===== config.mk =====
export PLATFORM = sky130hd
export DESIGN_NAME = lpm_ctrl
export DESIGN_NICKNAME = d
export VERILOG_FILES = /design/src/lpm_pkg.sv /design/src/lpm_ctrl.sv /design/src/lpm_clkdiv.sv
export SDC_FILE = /design/constraint.sdc
export NUM_CORES = 1
export LEC_CHECK = 0
export ABC_CLOCK_PERIOD_IN_PS = 1500
export BUFFER_PORTS_ARGS = -buffer_cell sky130_fd_sc_hd__buf_2
export CAP_MARGIN = 10
export CELL_PAD_IN_SITES_DETAIL_PLACEMENT = 0
export CELL_PAD_IN_SITES_GLOBAL_PLACEMENT = 1
export CORE_UTILIZATION = 38
export CTS_BUF_LIST = sky130_fd_sc_hd__clkbuf_2 sky130_fd_sc_hd__clkbuf_4 sky130_fd_sc_hd__clkbuf_8
export CTS_CLUSTER_SIZE = 14
export DETAILED_ROUTE_END_ITERATION = 6
export HOLD_SLACK_MARGIN = 0.15
export PLACE_DENSITY_LB_ADDON = 0.1
export SYNTH_ARGS = -nofsm -noshare
export SYNTH_HDL_FRONTEND = slang
export SYNTH_SLANG_ARGS = --single-unit

===== constraint.sdc =====
create_clock -name clk -period 1.5 [get_ports clk]
set_input_delay 0.075 -clock clk [delete_from_list [all_inputs] [get_ports clk]]
set_output_delay 0.075 -clock clk [all_outputs]
set_load 0.01 [all_outputs]

===== src/lpm_pkg.sv =====
// Purpose: Constants and types shared by the low power mode controller.
// Assumes: An 8-bit register port and one oscillator-rate clock.
// Notes: The two vector bases are the low bytes of each vector pair.
package lpm_pkg;

   // ----------------------------------------
   // Register map
   // ----------------------------------------
   localparam logic [7:0] MISC_ADDR = 8'h0C;
   localparam logic [7:0] STAT_ADDR = 8'h0D;
   localparam logic [7:0] MISC_RST = 8'h10;

   localparam int MISC_EDGE_BIT = 6;
   localparam int MISC_LEVEL_BIT = 5;
   localparam int MISC_IRQEN_BIT = 4;
   localparam int MISC_SLOW_BIT = 1;

   localparam int STAT_STATE_LSB = 0;
   localparam int STAT_OSC_BIT = 2;
   localparam int STAT_PEND_BIT = 3;
   localparam int STAT_REFUSE_BIT = 4;
   localparam int STAT_WAKEIRQ_BIT = 5;

   // ----------------------------------------
   // Vectors
   // ----------------------------------------
   localparam logic [15:0] VEC_IRQ = 16'h3FFA;
   localparam logic [15:0] VEC_RST = 16'h3FFE;

   // ----------------------------------------
   // Timing, in internal (bus) cycles; the slow prescaler count in oscillator cycles
   // ----------------------------------------
   localparam logic [11:0] STAB_SHORT = 12'h010;
   localparam logic [11:0] STAB_LONG = 12'hFE0;
   localparam logic [3:0] SLOW_PRE_LAST = 4'hF;

   // ----------------------------------------
   // Operating states
   // ----------------------------------------
   typedef enum logic [1:0] {
      LPM_RUN,
      LPM_IDLE,
      LPM_DEEP,
      LPM_STAB
   } lpm_state_t;

   // Bus divide ratio chosen at manufacture: /2, /4, /8 or /10
   function automatic logic [3:0] bus_ratio(input logic [1:0] sel);
      logic [3:0] r;
      r = 4'h2;
      unique case (sel)
         2'h0: r = 4'h2;
         2'h1: r = 4'h4;
         2'h2: r = 4'h8;
         2'h3: r = 4'hA;
      endcase
      return r;
   endfunction

endpackage


===== src/lpm_ctrl.sv =====
// Purpose: Deep-sleep, idle and slow mode control with the misc register.
// Assumes: CPU and peripherals share clk; only the irq pin is asynchronous.
// Notes: clk keeps running so wake sources can be seen while osc_run is low.
//
// Design decision made here: strobed register access.
`timescale 1ns/1ps

// Notes on behaviour
// - Deep-sleep request accepted only while CAN controller reports sleep.
// - Deep-sleep stops oscillator, timer, serial interface and converter.
// - Deep-sleep ends only on CAN, wired-OR, external pin interrupt or reset.
// - Wake vectors through interrupt pair or reset pair.
// - Entering deep-sleep clears the CPU interrupt mask bit.
// - Entering deep-sleep clears slow select so stabilisation runs at nominal speed.
// - After deep-sleep, CPU held 16 or 4064 internal cycles by option.
// - CPU resumes by servicing waking interrupt or reset; stacking only at exit.
// - Deep-sleep resets watchdog, EEPROM read-only, converter off, outputs hold.
// - Idle suspends CPU; peripherals run; watchdog follows manufacturing option.
// - Entering idle clears interrupt mask bit, irq enable untouched.
// - Any interrupt or reset ends idle; interrupt exit keeps other state.
// - Timer keeps running in idle and cannot be disabled there.
// - Slow select inserts divide-by-16 between oscillator and bus clock.
// - Slow mode slows everything except the CAN controller clock.
// - Slow select cleared by external and power-on reset.
// - Edge and level select choose pin trigger; irq enable gates it.
// - Interrupt option writes take effect only while mask bit is set.
// - Changing trigger option clears any pending external interrupt.
// - CAN clock is oscillator over two, independent of bus ratio.
module lpm_ctrl #(
   parameter logic [1:0] DIV_SEL = 2'h0,
   parameter logic STAB_IS_LONG = 1'b1,
   parameter logic WDOG_IN_IDLE = 1'b0
) (
   input wire logic clk,
   input wire logic arst_n,
   input wire logic [7:0] reg_addr,
   input wire logic [7:0] reg_wdata,
   input wire logic reg_wr,
   input wire logic reg_rd,
   output logic [7:0] reg_rdata_r,
   input wire logic deep_req,
   input wire logic idle_req,
   input wire logic cpu_ibit,
   input wire logic can_asleep,
   input wire logic can_irq,
   input wire logic wor_irq,
   input wire logic periph_irq,
   input wire logic irq_pin_n,
   input wire logic ext_irq_ack,
   input wire logic timer_sw_en,
   output logic osc_run_r,
   output logic cpu_clk_en_r,
   output logic periph_clk_en_r,
   output logic timer_clk_en_r,
   output logic can_clk_en_r,
   output logic clr_ibit_r,
   output logic resume_r,
   output logic stack_r,
   output logic [15:0] vector_r,
   output logic ext_irq_pend_r,
   output logic wdog_rst_r,
   output logic wdog_run_r,
   output logic eeprom_ro_r,
   output logic adc_en_r,
   output logic plm_hold_r
);

   // ----------------------------------------
   // Reset release
   // ----------------------------------------
   logic [1:0] rst_sync_r;
   wire logic rst_n;

   always_ff @(posedge clk or negedge arst_n)
   begin
      if (!arst_n)
         rst_sync_r <= 2'b00;
      else
         rst_sync_r <= {rst_sync_r[0], 1'b1};
   end

   assign rst_n = rst_sync_r[1];

   // ----------------------------------------
   // Declarations
   // ----------------------------------------
   lpm_pkg::lpm_state_t state_r;
   lpm_pkg::lpm_state_t state_nxt;
   logic edge_sel_r;
   logic level_sel_r;
   logic irq_en_r;
   logic slow_r;
   logic pin_meta_r;
   logic pin_sync_r;
   logic pin_prev_r;
   logic refused_r;
   logic wake_irq_r;
   logic [11:0] stab_cnt_r;
   wire logic bus_en;
   wire logic can_en;
   wire logic wr_misc;
   wire logic opt_wr_ok;
   wire logic opt_change;
   wire logic pin_act;
   wire logic pin_prev_act;
   wire logic trig;
   wire logic pend_set;
   wire logic in_run;
   wire logic in_idle;
   wire logic in_deep;
   wire logic in_stab;
   wire logic deep_ok;
   wire logic deep_enter;
   wire logic idle_enter;
   wire logic deep_wake;
   wire logic idle_wake;
   wire logic stab_done;
   wire logic osc_on;
   wire logic [11:0] stab_last;
   wire logic [7:0] misc_val;
   wire logic [7:0] stat_val;
   wire logic [7:0] rd_val;

   // ----------------------------------------
   // Register decode
   // ----------------------------------------
   assign wr_misc = reg_wr & (reg_addr == lpm_pkg::MISC_ADDR);
   assign opt_wr_ok = wr_misc & cpu_ibit;
   assign opt_change = opt_wr_ok &
      ((reg_wdata[lpm_pkg::MISC_EDGE_BIT] != edge_sel_r) |
       (reg_wdata[lpm_pkg::MISC_LEVEL_BIT] != level_sel_r));

   assign misc_val = {1'b0, edge_sel_r, level_sel_r, irq_en_r,
                      2'b00, slow_r, 1'b0};
   assign stat_val = {2'b00, wake_irq_r, refused_r, ext_irq_pend_r,
                      osc_run_r, state_r};
   assign rd_val = (reg_addr == lpm_pkg::MISC_ADDR) ? misc_val :
                   (reg_addr == lpm_pkg::STAT_ADDR) ? stat_val : 8'h00;

   // ----------------------------------------
   // External interrupt pin
   // ----------------------------------------
   // Edge select picks edge or level; level select picks the polarity
   assign pin_act = level_sel_r ? pin_sync_r : ~pin_sync_r;
   assign pin_prev_act = level_sel_r ? pin_prev_r : ~pin_prev_r;
   assign trig = edge_sel_r ? (pin_act & ~pin_prev_act) : pin_act;
   assign pend_set = irq_en_r & trig;

   always_ff @(posedge clk or negedge rst_n)
   begin
      if (!rst_n)
      begin
         pin_meta_r <= 1'b1;
         pin_sync_r <= 1'b1;
         pin_prev_r <= 1'b1;
      end
      else
      begin
         pin_meta_r <= irq_pin_n;
         pin_sync_r <= pin_meta_r;
         pin_prev_r <= pin_sync_r;
      end
   end

   // Option change clears outright; a new event still beats an acknowledge
   always_ff @(posedge clk or negedge rst_n)
   begin
      if (!rst_n)
         ext_irq_pend_r <= 1'b0;
      else if (opt_change)
         ext_irq_pend_r <= 1'b0;
      else if (pend_set)
         ext_irq_pend_r <= 1'b1;
      else if (ext_irq_ack)
         ext_irq_pend_r <= 1'b0;
   end

   // ----------------------------------------
   // Miscellaneous register
   // ----------------------------------------
   always_ff @(posedge clk or negedge rst_n)
   begin
      if (!rst_n)
      begin
         edge_sel_r <= lpm_pkg::MISC_RST[lpm_pkg::MISC_EDGE_BIT];
         level_sel_r <= lpm_pkg::MISC_RST[lpm_pkg::MISC_LEVEL_BIT];
         irq_en_r <= lpm_pkg::MISC_RST[lpm_pkg::MISC_IRQEN_BIT];
      end
      else if (opt_wr_ok)
      begin
         edge_sel_r <= reg_wdata[lpm_pkg::MISC_EDGE_BIT];
         level_sel_r <= reg_wdata[lpm_pkg::MISC_LEVEL_BIT];
         irq_en_r <= reg_wdata[lpm_pkg::MISC_IRQEN_BIT];
      end
   end

   // Deep-sleep entry wins over a write in the same cycle
   always_ff @(posedge clk or negedge rst_n)
   begin
      if (!rst_n)
         slow_r <= lpm_pkg::MISC_RST[lpm_pkg::MISC_SLOW_BIT];
      else if (deep_enter)
         slow_r <= 1'b0;
      else if (wr_misc)
         slow_r <= reg_wdata[lpm_pkg::MISC_SLOW_BIT];
   end

   always_ff @(posedge clk or negedge rst_n)
   begin
      if (!rst_n)
         reg_rdata_r <= 8'h00;
      else if (reg_rd)
         reg_rdata_r <= rd_val;
   end

   // ----------------------------------------
   // Clock divider
   // ----------------------------------------
   // Oscillator is stopped only while in deep-sleep
   assign osc_on = ~in_deep;

   lpm_clkdiv #(
      .DIV_SEL(DIV_SEL)
   ) u_div (
      .clk(clk),
      .rst_n(rst_n),
      .run(osc_on),
      .slow(slow_r),
      .bus_en_r(bus_en),
      .can_en_r(can_en)
   );

   // ----------------------------------------
   // Mode sequencing
   // ----------------------------------------
   assign in_run = state_r == lpm_pkg::LPM_RUN;
   assign in_idle = state_r == lpm_pkg::LPM_IDLE;
   assign in_deep = state_r == lpm_pkg::LPM_DEEP;
   assign in_stab = state_r == lpm_pkg::LPM_STAB;

   assign deep_ok = can_asleep;
   assign deep_enter = in_run & deep_req & deep_ok;
   assign idle_enter = in_run & idle_req & ~deep_req;
   // Peripheral interrupts cannot arrive with the oscillator stopped
   assign deep_wake = in_deep & (can_irq | wor_irq | ext_irq_pend_r);
   assign idle_wake = in_idle &
      (can_irq | wor_irq | ext_irq_pend_r | periph_irq);

   // Slow select is already clear here, so these are nominal bus cycles
   assign stab_last = (STAB_IS_LONG ? lpm_pkg::STAB_LONG
                                    : lpm_pkg::STAB_SHORT) - 12'h001;
   assign stab_done = in_stab & bus_en & (stab_cnt_r == stab_last);

   always_comb
   begin
      state_nxt = state_r;
      unique case (state_r)
         lpm_pkg::LPM_RUN:
         begin
            if (deep_enter)
               state_nxt = lpm_pkg::LPM_DEEP;
            else if (idle_enter)
               state_nxt = lpm_pkg::LPM_IDLE;
         end
         lpm_pkg::LPM_IDLE:
         begin
            if (idle_wake)
               state_nxt = lpm_pkg::LPM_RUN;
         end
         lpm_pkg::LPM_DEEP:
         begin
            if (deep_wake)
               state_nxt = lpm_pkg::LPM_STAB;
         end
         lpm_pkg::LPM_STAB:
         begin
            if (stab_done)
               state_nxt = lpm_pkg::LPM_RUN;
         end
      endcase
   end

   // Reset is itself a wake: it starts in stabilisation with the reset vector
   always_ff @(posedge clk or negedge rst_n)
   begin
      if (!rst_n)
      begin
         state_r <= lpm_pkg::LPM_STAB;
         stab_cnt_r <= 12'h000;
         wake_irq_r <= 1'b0;
         refused_r <= 1'b0;
      end
      else
      begin
         state_r <= state_nxt;
         if (!in_stab)
            stab_cnt_r <= 12'h000;
         else if (bus_en)
            stab_cnt_r <= stab_cnt_r + 12'h001;
         if (deep_wake | idle_wake)
            wake_irq_r <= 1'b1;
         // Refusal stays visible until a later request is accepted
         if (in_run & deep_req)
            refused_r <= ~deep_ok;
      end
   end

   // ----------------------------------------
   // CPU handshake
   // ----------------------------------------
   always_ff @(posedge clk or negedge rst_n)
   begin
      if (!rst_n)
      begin
         clr_ibit_r <= 1'b0;
         resume_r <= 1'b0;
         stack_r <= 1'b0;
         vector_r <= lpm_pkg::VEC_RST;
      end
      else
      begin
         clr_ibit_r <= deep_enter | idle_enter;
         // Stacking is asked for only at the moment of exit
         resume_r <= stab_done | idle_wake;
         stack_r <= (stab_done & wake_irq_r) | idle_wake;
         if (stab_done | idle_wake)
            vector_r <= (idle_wake | wake_irq_r) ? lpm_pkg::VEC_IRQ
                                                 : lpm_pkg::VEC_RST;
      end
   end

   // ----------------------------------------
   // Clock gating and peripheral controls
   // ----------------------------------------
   always_ff @(posedge clk or negedge rst_n)
   begin
      if (!rst_n)
      begin
         osc_run_r <= 1'b1;
         cpu_clk_en_r <= 1'b0;
         periph_clk_en_r <= 1'b0;
         timer_clk_en_r <= 1'b0;
         can_clk_en_r <= 1'b0;
      end
      else
      begin
         osc_run_r <= osc_on;
         // CPU runs only in normal operation, held through stabilisation
         cpu_clk_en_r <= bus_en & in_run;
         periph_clk_en_r <= bus_en & osc_on;
         timer_clk_en_r <= bus_en & osc_on & (timer_sw_en | in_idle);
         can_clk_en_r <= can_en;
      end
   end

   // Deep-sleep effects hold while stopped; idle changes only wdog_run_r, which follows WDOG_IN_IDLE
   always_ff @(posedge clk or negedge rst_n)
   begin
      if (!rst_n)
      begin
         wdog_rst_r <= 1'b1;
         wdog_run_r <= 1'b0;
         eeprom_ro_r <= 1'b0;
         adc_en_r <= 1'b1;
         plm_hold_r <= 1'b0;
      end
      else
      begin
         wdog_rst_r <= in_deep;
         wdog_run_r <= in_idle ? WDOG_IN_IDLE : ~in_deep;
         eeprom_ro_r <= in_deep;
         adc_en_r <= ~in_deep;
         plm_hold_r <= in_deep;
      end
   end

endmodule // lpm_ctrl


===== src/lpm_clkdiv.sv =====
// Purpose: Oscillator divider giving bus and CAN clock enable pulses.
// Assumes: clk is the oscillator; run low models a stopped oscillator.
// Notes: Slow mode adds a divide-by-16 ahead of the bus divider only.
`timescale 1ns/1ps
module lpm_clkdiv #(
   parameter logic [1:0] DIV_SEL = 2'h0
) (
   input wire logic clk,
   input wire logic rst_n,
   input wire logic run,
   input wire logic slow,
   output logic bus_en_r,
   output logic can_en_r
);

   logic [3:0] pre_cnt_r;
   logic [3:0] main_cnt_r;
   wire logic pre_tick;
   wire logic bus_last;

   assign pre_tick = run & (~slow | (pre_cnt_r == lpm_pkg::SLOW_PRE_LAST));
   assign bus_last = main_cnt_r == (lpm_pkg::bus_ratio(DIV_SEL) - 4'h1);

   // ----------------------------------------
   // Counters
   // ----------------------------------------
   always_ff @(posedge clk or negedge rst_n)
   begin
      if (!rst_n)
      begin
         pre_cnt_r <= 4'h0;
         main_cnt_r <= 4'h0;
         bus_en_r <= 1'b0;
         can_en_r <= 1'b0;
      end
      else
      begin
         // A stopped or fast prescaler restarts from zero
         pre_cnt_r <= (run & slow) ? pre_cnt_r + 4'h1 : 4'h0;
         if (pre_tick)
            main_cnt_r <= bus_last ? 4'h0 : main_cnt_r + 4'h1;
         bus_en_r <= pre_tick & bus_last;
         // CAN clock is oscillator over two, blind to slow mode
         can_en_r <= run & ~can_en_r;
      end
   end

endmodule // lpm_clkdiv


# --- Word level (Yosys, flattened, before mapping) ---
# Cells that the tools add are included.
totals:
  ff_bits: 71
  inputBits: 30
  output_inout_bits: 38
  elab_cells: 114
op_classes:
  addsub: 3
  eq_ne: 15
  mux: 22
  bitwise: 40
  n_reduce_logical: 4
op_table:
  columns: ["op", "count"]
  rows:
  - ["12-bit two-way mux", 2]
  - ["1-bit bitwise AND", 21]
  - ["8-bit by 4-bit equality test with 1-bit output (second input constant)", 2]
  - ["12-bit by 1-bit adder with 12-bit output (second input constant)", 1]
  - ["12-bit equality test (second input constant)", 1]
  - ["1-bit bitwise OR", 11]
  - ["2-bit two-way mux", 5]
  - ["1-bit two-way mux", 9]
  - ["4-bit by 1-bit adder with 4-bit output (second input constant)", 2]
  - ["4-bit two-way mux", 2]
  - ["2-bit by 1-bit != test with 1-bit output (second input constant)", 4]
  - ["1-bit NOT", 8]
  - ["2-bit one-hot mux with 4 select lines", 1]
  - ["7-bit two-way mux", 1]
  - ["6-bit two-way mux", 1]
  - ["2-bit equality test (second input constant)", 2]
  - ["4-bit by 1-bit equality test with 1-bit output (second input constant)", 1]
  - ["4-bit equality test (second input constant)", 1]
  - ["4-bit AND reduction", 1]
  - ["3-bit two-way mux", 1]
  - ["3-bit by 1-bit != test with 1-bit output (second input constant)", 1]
  - ["3-bit nonzero test", 1]
  - ["2-bit by 1-bit equality test with 1-bit output (second input constant)", 1]
  - ["2-bit logical NOT", 1]
  - ["2 further kinds", 3]

# --- Longest topological paths before layout ---
# Gate-level depths: netlist of the first run.
logic_depth:
  ltp_word: 8
  ltp_mapped: 5
  ltp_nobuf: 5

# --- Hierarchy ---
# A second synthesis of the first run with hierarchy kept.
hier_totals:
  hier_cells: 219
  area_unflattened_um2: 2542.4
modules_own_cells:
  columns: ["mod", "n_inst", "cells_per_inst", "area_each_um2"]
  rows:
  - ["lpm_ctrl", 1, 183, 2127.0]
  - ["lpm_clkdiv", 1, 36, 415.4]

# --- Least setup slack after synthesis of the first run ---
# OpenSTA, ideal clock, no wires.
synth_path:
  kind: "reg2reg"
  startpoint: "reg state_r[0]"
  endpoint: "reg u_div.main_cnt_r[1]"
  setup_time_ps: 125
  arrival_time_ps: 1498
  slack_ps: -123
  path_stages_with_launch: 6
  n_path_buf: 0
  path_cell_list: "dfstp_2 > inv_1 > ha_1 > a21oi_1 > nand2_1 > mux2_2"
synth_via:
  elab_chain_len: 3
synth_rtl:
  columns: ["element", "line_no", "rtl"]
  rows:
  - ["start: declaration", "lpm_ctrl.sv:87", "lpm_pkg::lpm_state_t state_r;"]
  - ["start signal: assignment", "lpm_ctrl.sv:288", "state_r <= lpm_pkg::LPM_STAB;"]
  - ["start signal: assignment", "lpm_ctrl.sv:295", "state_r <= state_nxt;"]
  - ["2-bit equality test", "lpm_ctrl.sv:238", "assign in_deep = state_r == lpm_pkg::LPM_DEEP;"]
  - ["via in_deep", "lpm_ctrl.sv:110", "wire logic in_deep;"]
  - ["1-bit NOT", "lpm_ctrl.sv:220", "assign osc_on = ~in_deep;"]
  - ["1-bit bitwise AND", "lpm_clkdiv.sv:21", "assign pre_tick = run & (~slow | (pre_cnt_r == lpm_pkg::SLOW_PRE_LAST));"]
  - ["end signal: assignment", "lpm_clkdiv.sv:41", "main_cnt_r <= bus_last ? 4'h0 : main_cnt_r + 4'h1;"]
  - ["end: declaration", "lpm_clkdiv.sv:17", "logic [3:0] main_cnt_r;"]
# The timed path passes the listed nets, and every way through them passes these cells.
# A chain may end at the register's enable or synchronous reset.

# --- Worst setup path after layout of the first run ---
layout_path:
  startpoint: "reg state_r[0]"
  endpoint: "reg state_r[1]"
layout_lines:
  columns: ["element", "line_no", "rtl"]
  rows:
  - ["2-bit equality test *", "lpm_ctrl.sv:238", null]
  - ["via in_deep", "lpm_ctrl.sv:110", null]
  - ["1-bit bitwise AND", "lpm_ctrl.sv:245", "assign deep_wake = in_deep & (can_irq | wor_irq | ext_irq_pend_r);"]
  - ["2-bit by 1-bit != test with 1-bit output (no source line)", null, null]
  - ["4-bit AND reduction (no source line)", null, null]
# The timed path passes the listed nets; every way through them passes the cells marked *.

==> results.toml, run 1 <==
[timing]
fmax_mhz = 661
fin_skew_ns = 0.00948
fin_crit_ns = 1.51
setup_viol = 1
maxSlewViolCount = 0
fin_crit_sh_pct = 101
fin_tns_setup_ns = -0.0135
setup_ws_ns = -0.0135
hold_viol = 0
rsz0062_at_grt = "yes"

[layout]
fill_cells = 613
n_antenna_cell = 0
regArea_sq_um = 1390
nets = 345
multi_input_area_sq_um = 1050
drive_gt1_share_pct = 39.4
stdcell_area_sq_um = 3300
synthToLayoutAreaGrowth_pct = 32.7

[worst_setup_path]
critical_path_peak_fanout = 5
worstSetupStartpointType = "flop"
reg2reg_depth = 5
worstPathRequired_ns = 1.74
r2r_end = "state_r[1]"
path_class = "reg2reg"
end_kind = "flop"
reg2reg_setup_slack_ns = -0.01
critPathLaunch = "state_r[0]"
worstPathArrival_ns = 1.76
regToRegStartpoint = "state_r[0]"

[place]
post_dp_cell_area_sq_um = 2940
io_buffers = 47
place_congestion = 0.750
place_hpwl_um = 3460

[route]
wl_per_cell_um = 12.2
ant_nets = 0
dr.pass1.iters = 4
via_count = 1800
drc = 0
via_per_inst = 4.65
drtIter0Drc = 58
routed_wl_um = 4720

[logic_synthesis]
ys_ff_latch = 55
synth_edf_count = 0
yosysMostFrequentCell = "dfrtp_1"
yosysSeqAreaShare_pct = 55.8
synth_common_cells = "dfrtp_1 (46), nor2_1 (20), buf_4 (19)"
ys.warnings.count = 0
synth_top_area_share_pct = 46.3
synth_cell_types = 44
synth_area_leaders = "dfrtp_1 (46%), dfstp_2 (9.5%), buf_4 (5.7%)"
async_flop_share_pct = 100
synth_area_sq_um = 2480
syn_area_per_cell_sq_um = 11.6
synthCells = 215
synth-main-ff-cell = "dfrtp_1"
yosysTopAreaCell = "dfrtp_1"

[hold_path]
holdPathStages = 4
hold_path_class = "in2reg"
holdPathEnd = "wake_irq_r"
hp-start = "can_irq"

[floorplanning]
row_count = 29
start_util_pct = 39.4
die_y_um = 82.9
core_sq_um = 6310
io_pins = 68
die_area_sq_um = 6870
die_w_um = 82.9

[pwr]
p_clk_share_pct = 22.8
pwr-share-comb_pct = 28.5
p_switching_mw = 1.18
power_density_nw_per_um2 = 1160
leakage_nw = 1.61
swShare_pct = 30.8
p_seq_share_pct = 48.7
vdd_drop_max_uv = 688
p_int_mw = 2.65

[clocking]
cts_max_level = 2
tritoncts = "done"
cts.clk_slew.worst_paths_ns = 0.10
cts_sinks = 55
ctsLongestPathBuffers = 2
clk_latency_ns = 0.31
root_buffer = "clkbuf_8"
numCtsBuffers = 5

[status]
outcome = "finished, violations left"
violations = "negative setup slack"

[global_routing]
grt_pass1_wl_um = 7990
antenna_found_initial = 0
grt_max_degree = 48
grt_usage_pct = 14.6
grt_pass1_vias = 1698
grt_remaining_overflow = 0

[flow_run]
drv_cap = 0
metal layers:
| layer | vias up | wire, um | GRT usage (%) |
|---|---|---|---|
| met5 | - | 0 | 0 |
| met4 | 0 | 51 | 4.70 |
| met3 | 4 | 187 | 4.08 |
| met2 | 39 | 2170 | 21.9 |
| met1 | 864 | 2310 | 20.6 |
| li1 | 893 | - | - |
worst max-delay path, cell delays in order, from the launching register on:
cell	delay, ns
dfstp_2	0.61
inv_2	0.08
ha_4	0.19
a21oi_2	0.12
o221ai_2	0.14
mux2_4	0.31
registers in the layout, indices dropped and copies added (netlist names), 2 cells and up:
name and cells:
rst_sync_r 2, u_div.pre_cnt_r 4, reg_rdata_r 7, stab_cnt_r 12
u_div.main_cnt_r 4, state_r 2
kinds of logic (layout without fill, tap and decap cells):
kind of cell | after synthesis | in the layout | synth area share (%)
mux | 9 | 9 | 4.03
flops | 55 | 55 | 55.8
compound gates | 24 | 24 | 7.15
other cells | 2 | 17 | 0.302
simple gates | 74 | 74 | 16.8
xor+xnor | 16 | 16 | 5.64
buf+inv | 29 | 109 | 7.25
fa+ha+maj | 6 | 6 | 3.02
metrics by stage:
| step | setup slack (ns) | total power, mW | hold WS [ns] | utilization, % | instances |
|---|---|---|---|---|---|
| floorplan | 0.00229 | 2.46 | -0.221 | - | 230 |
| detailed placement | -0.0593 | 2.88 | -0.139 | 46.6 | 360 |
| global route | -0.0741 | 4.08 | 0.227 | 52.2 | 387 |
| global placement | -0.0231 | 2.87 | -0.140 | 46.6 | 360 |
| finish | -0.0135 | 3.83 | 0.204 | 52.2 | 387 |
| CTS | -0.00766 | 3.84 | 0.196 | 51.3 | 385 |
cell usage in the layout, fill, tap and decap left out, types with 3 or more instances in the layout:
cell,synthesis,routed
buf_2,0,47
dfrtp_1,46,44
buf_4,19,27
nor2_1,20,20
conb_1,2,17
dlygate4sd3_1,0,17
nand2_1,16,14
xor2_1,9,9
dfstp_2,9,9
inv_1,9,7
xnor2_1,7,7
nand3_1,8,7
nor2b_1,6,6
clkbuf_8,0,6
o21ai_0,5,5
mux2i_1,4,4
nor3_1,4,4
a22o_1,4,4
mux2_2,4,4
a221o_1,3,3
a21oi_1,5,3
nand4_1,3,3
power by group through the flow:
stage / clock [mW] / combinational [mW] / sequential (mW)
final: 0.874 / 1.09 / 1.87
after global routing: 0.965 / 1.22 / 1.90
after CTS: 0.912 / 1.08 / 1.85
after detailed placement: 0 / 1.00 / 1.88
after global placement: 0 / 0.994 / 1.87
after floorplan: 0 / 0.517 / 1.94
layout make-up:
class	instances	area share, %
repair buffers	92	19.1
multi-input cells	146	31.8
clock buffers	6	2.50
flip-flops and latches	55	42.2
inverters	9	1.02
well taps	77	2.92
clock inverters	2	0.493
how the worst max path moves through the flow:
stage,endpoint,depth (start not counted)
global route,state_r[1],5
CTS,state_r[1],4
finish,state_r[1],5
global placement,state_r[1],5
floorplan,state_r[1],5
detailed placement,state_r[1],5
timing repair:
item / CTS / global route
endpoints found under the hold margin: 21 / 0
gates resized for setup: 5 / 11
hold buffers: 17 / 0
setup endpoints to repair: 2 / 8
pin swaps: 1 / 4
setup buffers: 0 / 2
Power figures use the tool's default switching activity.
==> run 2, diff against run 1 <==
--- a/config.mk
+++ b/config.mk
@@ -10,6 +10,7 @@
 export CAP_MARGIN = 10
 export CELL_PAD_IN_SITES_DETAIL_PLACEMENT = 0
 export CELL_PAD_IN_SITES_GLOBAL_PLACEMENT = 1
+export CORE_ASPECT_RATIO = 1.5
 export CORE_UTILIZATION = 38
 export CTS_BUF_LIST = sky130_fd_sc_hd__clkbuf_2 sky130_fd_sc_hd__clkbuf_4 sky130_fd_sc_hd__clkbuf_8
 export CTS_CLUSTER_SIZE = 14
@@ -18,4 +19,5 @@
 export PLACE_DENSITY_LB_ADDON = 0.1
 export SYNTH_ARGS = -nofsm -noshare
 export SYNTH_HDL_FRONTEND = slang
+export SYNTH_HIERARCHICAL = 1
 export SYNTH_SLANG_ARGS = --single-unit
==> run 2 against run 1 <==
Critical path depth unchanged. First-iteration DRC count grew 22%. Sequential share of layout area fell by 0.39 points. Clock power down 6.4%. Final area grew 0.84%. Critical path type unchanged. The flow still finishes with violations (negative setup slack). Register-to-register slack worse by 0.14 ns. Die area is 2.4% higher. Count of clock-buffer cells in the layout unchanged. Combinational power hardly changed. Clock skew hardly changed. Final cell count stayed put.
==> results.toml, run 2 <==
[pwr]
power_density_nw_per_um2 = 1160
swShare_pct = 30.6
leakage_nw = 1.67
pwr-share-comb_pct = 29.1
p_seq_share_pct = 49.6
p_switching_mw = 1.18
power_mw = 3.86
vdd_drop_max_uv = 539
p_int_mw = 2.67
p_clk_share_pct = 21.2

[clocking]
cts.clk_slew.worst_paths_ns = 0.10
cts_max_level = 2
numCtsBuffers = 5
root_buffer = "clkbuf_8"
postCtsHoldBufs = 12
tritoncts = "done"
clk_latency_ns = 0.31
cts_sinks = 55
ctsLongestPathBuffers = 2

[layout]
n_antenna_cell = 0
multi_input_area_sq_um = 1090
regArea_sq_um = 1390
synthToLayoutAreaGrowth_pct = 30.8
fill_cells = 633
stdcell_area_sq_um = 3320
drive_gt1_share_pct = 37.3
reg_top3 = "stab_cnt_r x12, reg_rdata_r x7"
regMostFlops = "stab_cnt_r"
final_cell_mix = "buf_2 (47), dfrtp_1 (45), buf_4 (28)"
final_common_cell = "buf_2"
nets = 346
largest_reg_flops = 12

[timing]
fmax_mhz = 603
rsz0062_at_grt = "yes"
fin_crit_sh_pct = 111
fin_skew_ns = 0.00958
hold_viol = 0
fin_crit_ns = 1.66
setup_ws_ns = -0.158
maxSlewViolCount = 0
setup_viol = 4

[hold_path]
holdPathStages = 4
hold_path_class = "in2reg"
hp-start = "can_irq"
holdPathEnd = "wake_irq_r"

[logic_synthesis]
ys_ff_latch = 55
syn_area_per_cell_sq_um = 11.6
synth_top_area_share_pct = 45.3
ys.warnings.count = 6
yosysSeqAreaShare_pct = 54.6
synthCells = 219
synth_area_leaders = "dfrtp_1 (45%), dfstp_2 (9.3%), buf_4 (5.6%)"
yosysMostFrequentCell = "dfrtp_1"
async_flop_share_pct = 100
synth_cell_types = 45
yosysTopAreaCell = "dfrtp_1"
synth_area_sq_um = 2540
synth-main-ff-cell = "dfrtp_1"
synth_common_cells = "dfrtp_1 (46), buf_4 (19), inv_1 (14), nand2_1 (14), xor2_1 (12)"
synth_edf_count = 0

[worst_setup_path]
worstPathArrival_ns = 1.90
r2r_end = "state_r[1]"
regToRegStartpoint = "state_r[0]"
worstPathRequired_ns = 1.74
critPathLaunch = "state_r[0]"
end_kind = "flop"
reg2reg_setup_slack_ns = -0.16
path_class = "reg2reg"
reg2reg_depth = 5
worstSetupStartpointType = "flop"
critical_path_peak_fanout = 4

[global_routing]
grt_pass1_wl_um = 8280
antenna_found_initial = 0
grt_usage_pct = 16.2
grt_pass1_vias = 1781
grt_max_degree = 21
grt_remaining_overflow = 0

[place]
io_buffers = 47
post_dp_cell_area_sq_um = 3050
place_congestion = 0.723
place_hpwl_um = 3960
pre_cts_ws_ns = -0.163

[floorplanning]
core_sq_um = 6490
row_count = 36
start_util_pct = 39.2
die_w_um = 68.8
io_pins = 68
die_area_sq_um = 7030
die_y_um = 102

[route]
ant_nets = 0
routed_wl_um = 5100
dr.pass1.iters = 4
wl_per_cell_um = 13.2
via_per_inst = 4.79
via_count = 1855
drc = 0
drtIter0Drc = 71

[status]
outcome = "finished, violations left"
violations = "negative setup slack"

[flow_run]
drv_cap = 0
==> run 2: cell types whose count changed after synthesis, sizes merged, moves of 3 or more <==
cell and change:
xor2 +3, a221o -3, nor4 +4, inv +5, and2 +10, a22oi +3
nor2 -11
==> run 2: cell type report <==
type,count,share of cell area (%)
flip-flops and latches,55,41.8
multi-input cells,145,32.9
repair buffers,89,18.2
well taps,76,2.86
clock buffers,6,2.30
inverters,14,1.58
clock inverters,2,0.376
==> run 2: power by group through the flow <==
stage,Combinational [mW],Sequential (mW),Clock (mW)
final,1.12,1.91,0.818
after global placement,1.07,1.94,0
after floorplan,0.578,1.98,0
after global routing,1.25,1.94,0.898
after detailed placement,1.07,1.95,0
after CTS,1.11,1.92,0.844
==> run 2: logic make-up after synthesis <==
group                      count (synthesis)  share of synthesized area [%]
adders and majority gates                  6                           2.95
other                                      2                          0.295
and+or+nand+nor                           65                           15.7
buffers and inverters                     34                           7.82
AOI/OAI and AO/OA                         30                           8.27
xor gates and xnor gates                  17                           5.86
muxes                                     10                           4.53
DFF                                       55                           54.6
==> run 2: per-stage QoR <==
step / std cells / TNS, ns / hold slack [ns] / util (%)
after floorplan: 234 / -0.181 / -0.221 / -
after global placement: 366 / -0.327 / -0.140 / 47.0
after detailed placement: 366 / -0.441 / -0.138 / 47.0
after CTS: 386 / -0.477 / 0.113 / 50.4
after global routing: 387 / -0.945 / 0.132 / 51.3
final: 387 / -0.397 / 0.103 / 51.3
==> run 2: worst max path at each step <==
stage / endpoint / slack [ns] / cells after the start
floorplan: state_r[1] / -0.09 / 5
global placement: state_r[1] / -0.15 / 5
detailed placement: state_r[1] / -0.16 / 5
CTS: state_r[1] / -0.18 / 5
global route: state_r[1] / -0.27 / 5
finish: state_r[1] / -0.16 / 5
==> run 2: layer usage <==
layer  GRT usage (%)  part of all wire, %  vias to the layer above
li1                -                    -                      888
met1            19.4                   42                      938
met2            28.4                   55                       25
met3            2.68                  2.0                        4
met4            6.59                  1.7                        0
met5               0                    0                        -
==> run 2: worst max-delay path: stages, from the launching register on <==
cell	delay, ns
dfstp_2	0.59
ha_4	0.14
nand4b_1	0.12
o41ai_2	0.23
o211ai_1	0.20
mux2_4	0.33
==> run 2: what timing repair did <==
action                                  in CTS  in global routing
setup buffers                                0                  1
endpoints found under the hold margin       15                  1
pin swaps                                    0                  2
endpoints found under the setup margin       8                 13
gates resized for setup                      3                  8
==> run 3, diff against run 2 <==
--- a/config.mk
+++ b/config.mk
@@ -10,11 +10,12 @@
 export CAP_MARGIN = 10
 export CELL_PAD_IN_SITES_DETAIL_PLACEMENT = 0
 export CELL_PAD_IN_SITES_GLOBAL_PLACEMENT = 1
-export CORE_ASPECT_RATIO = 1.5
+export CORE_ASPECT_RATIO = 0.8
 export CORE_UTILIZATION = 38
 export CTS_BUF_LIST = sky130_fd_sc_hd__clkbuf_2 sky130_fd_sc_hd__clkbuf_4 sky130_fd_sc_hd__clkbuf_8
 export CTS_CLUSTER_SIZE = 14
 export DETAILED_ROUTE_END_ITERATION = 6
+export GPL_TIMING_DRIVEN = 0
 export HOLD_SLACK_MARGIN = 0.15
 export PLACE_DENSITY_LB_ADDON = 0.1
 export SYNTH_ARGS = -nofsm -noshare
==> run 3 against run 2 <==
The run still ends with negative setup slack left. Via count fell by 4.9%. First-iteration DRC count fell by 1.4%. Global-route usage fell by 1.5 points. Clock power rose by 23%.
==> results.toml, run 3 (synthesis results as in run 2) <==
[floorplanning]
io_pins = 68
row_count = 26
core_sq_um = 6410
start_util_pct = 39.7
die_area_sq_um = 7020
die_w_um = 93.5
die_y_um = 75.2

[route]
wl_per_cell_um = 12.3
via_per_inst = 4.41
ant_nets = 0
drc = 0
routed_wl_um = 4940
via_count = 1764
drtIter0Drc = 70
dr.pass1.iters = 4

[global_routing]
grt_pass1_vias = 1564
grt_usage_pct = 14.7
grt_remaining_overflow = 0
grt_pass1_wl_um = 7670
grt_max_degree = 54
antenna_found_initial = 0

[flow_run]
drv_cap = 0

[timing]
fin_crit_ns = 1.70
rsz0062_at_grt = "yes"
slew_headroom_pct = 50.6
hold_viol = 0
setup_viol = 8
worst_pin_slew_ns = 0.735
setup_ws_ns = -0.199
fin_skew_ns = 0.0110
fin_crit_sh_pct = 113
hold-worst-slack_ns = 0.0975
fin_tns_setup_ns = -0.659
maxSlewViolCount = 0
fmax_mhz = 589

[pwr]
power_mw = 4.10
vdd_drop_max_uv = 848
power_density_nw_per_um2 = 1220
leakage_nw = 1.67

[worst_setup_path]
path_class = "reg2reg"
worstSetupStartpointType = "flop"
cp_slowest_cell = "dfstp_2"
critical_path_peak_fanout = 4
r2r_end = "state_r[1]"
end_kind = "flop"
cpPeakStageDelay_ns = 0.59
reg2reg_depth = 5
worstPathRequired_ns = 1.75
critPathLaunch = "state_r[0]"
crit_path_end = "state_r[1]"
worstPathArrival_ns = 1.95
crit_chain = "ha_4, nand4b_1, o41ai_2, o211ai_1, mux2_4"
reg2reg_setup_slack_ns = -0.20
regToRegStartpoint = "state_r[0]"

[layout]
finish.utilization_pct = 52.6
fill_cells = 601
final_cell_mix = "buf_2 (47), dfrtp_1 (45), buf_4 (31)"
largest_reg_flops = 12
synthToLayoutAreaGrowth_pct = 32.5
drive_gt1_share_pct = 36.7
nets = 351
final_common_cell = "buf_2"
regMostFlops = "stab_cnt_r"
n_antenna_cell = 0
stdcell_area_sq_um = 3370
reg_top3 = "stab_cnt_r x12, reg_rdata_r x7"
instances_no_fill = 400

[clocking]
cts_sinks = 55
clk_latency_ns = 0.31
tritoncts = "done"
postCtsHoldBufs = 14
ctsLongestPathBuffers = 2
cts_max_level = 2
cts.clk_slew.worst_paths_ns = 0.10
root_buffer = "clkbuf_8"
numCtsBuffers = 5

[status]
outcome = "finished, violations left"
violations = "negative setup slack"

[hold_path]
hold_path_class = "in2reg"

[place]
place_congestion = 0.780
place_inst = 365
place_hpwl_um = 3360
pre_cts_ws_ns = -0.278
io_buffers = 47
post_dp_cell_area_sq_um = 2960
run 3: cell count changes in the layout (fill, tap and decap cells not counted), sizes merged:
cell	delta
dlygate4sd3	+2
buf	+2
clkbuf	+2
clkinvlp	-1
clkinv	-1
bufinv	+1
run 3: layer usage:
layer | up-vias | wire [um] | track usage [%]
met2 | 53 | 2100 | 20.7
li1 | 900 | - | -
met4 | 0 | 81 | 6.15
met1 | 805 | 2430 | 22.0
met3 | 6 | 325 | 3.33
met5 | - | 0 | 0
run 3: worst min path at each step:
stage               startpoint  cells past startpoint  slack [ns]            end
finish                 can_irq                      4         0.1     wake_irq_r
global route           wor_irq                      4        0.11     wake_irq_r
CTS                    can_irq                      4        0.09     wake_irq_r
detailed placement      arst_n                      1       -0.14  rst_sync_r[0]
global placement        arst_n                      1       -0.14  rst_sync_r[0]
floorplan               arst_n                      0       -0.22  rst_sync_r[0]
run 3: cell type report:
type	count	area (sq um)	share of cell area, %
Tap cell	84	105	3.12
Sequential cell	55	1390	41.2
Multi-Input combinational cell	145	1070	31.9
Clock buffer	7	83.8	2.49
Clock inverter	1	30.0	0.891
Timing Repair Buffer	74	485	14.4
Buffer	20	148	4.38
Inverter	14	55.1	1.63
run 3: where the power goes:
| group | leakage, nW | total, mW | switching, mW | internal, mW |
|---|---|---|---|---|
| registers | 0.703 | 1.90 | 0.154 | 1.75 |
| clock network | 0.0593 | 1.01 | 0.471 | 0.537 |
| logic | 0.907 | 1.19 | 0.569 | 0.618 |
| total | 1.67 | 4.10 | 1.19 | 2.90 |
run 3: what timing repair did:
action | in CTS | in global routing
buffers inserted | 7 | 5
pin swaps | 3 | 2
setup endpoints to repair | 8 | 21
endpoints found under the hold margin | 16 | 1
resized for setup | 4 | 6
run 3: worst max-delay path: cells and delay by family (launching register included):
kind / cells / cell delay (ns)
AO/OA/AOI/OAI: 2 / 0.45
flip-flops: 1 / 0.59
multiplexers: 1 / 0.33
adder cells (fa/ha/maj): 1 / 0.14
AND/OR/NAND/NOR: 1 / 0.11
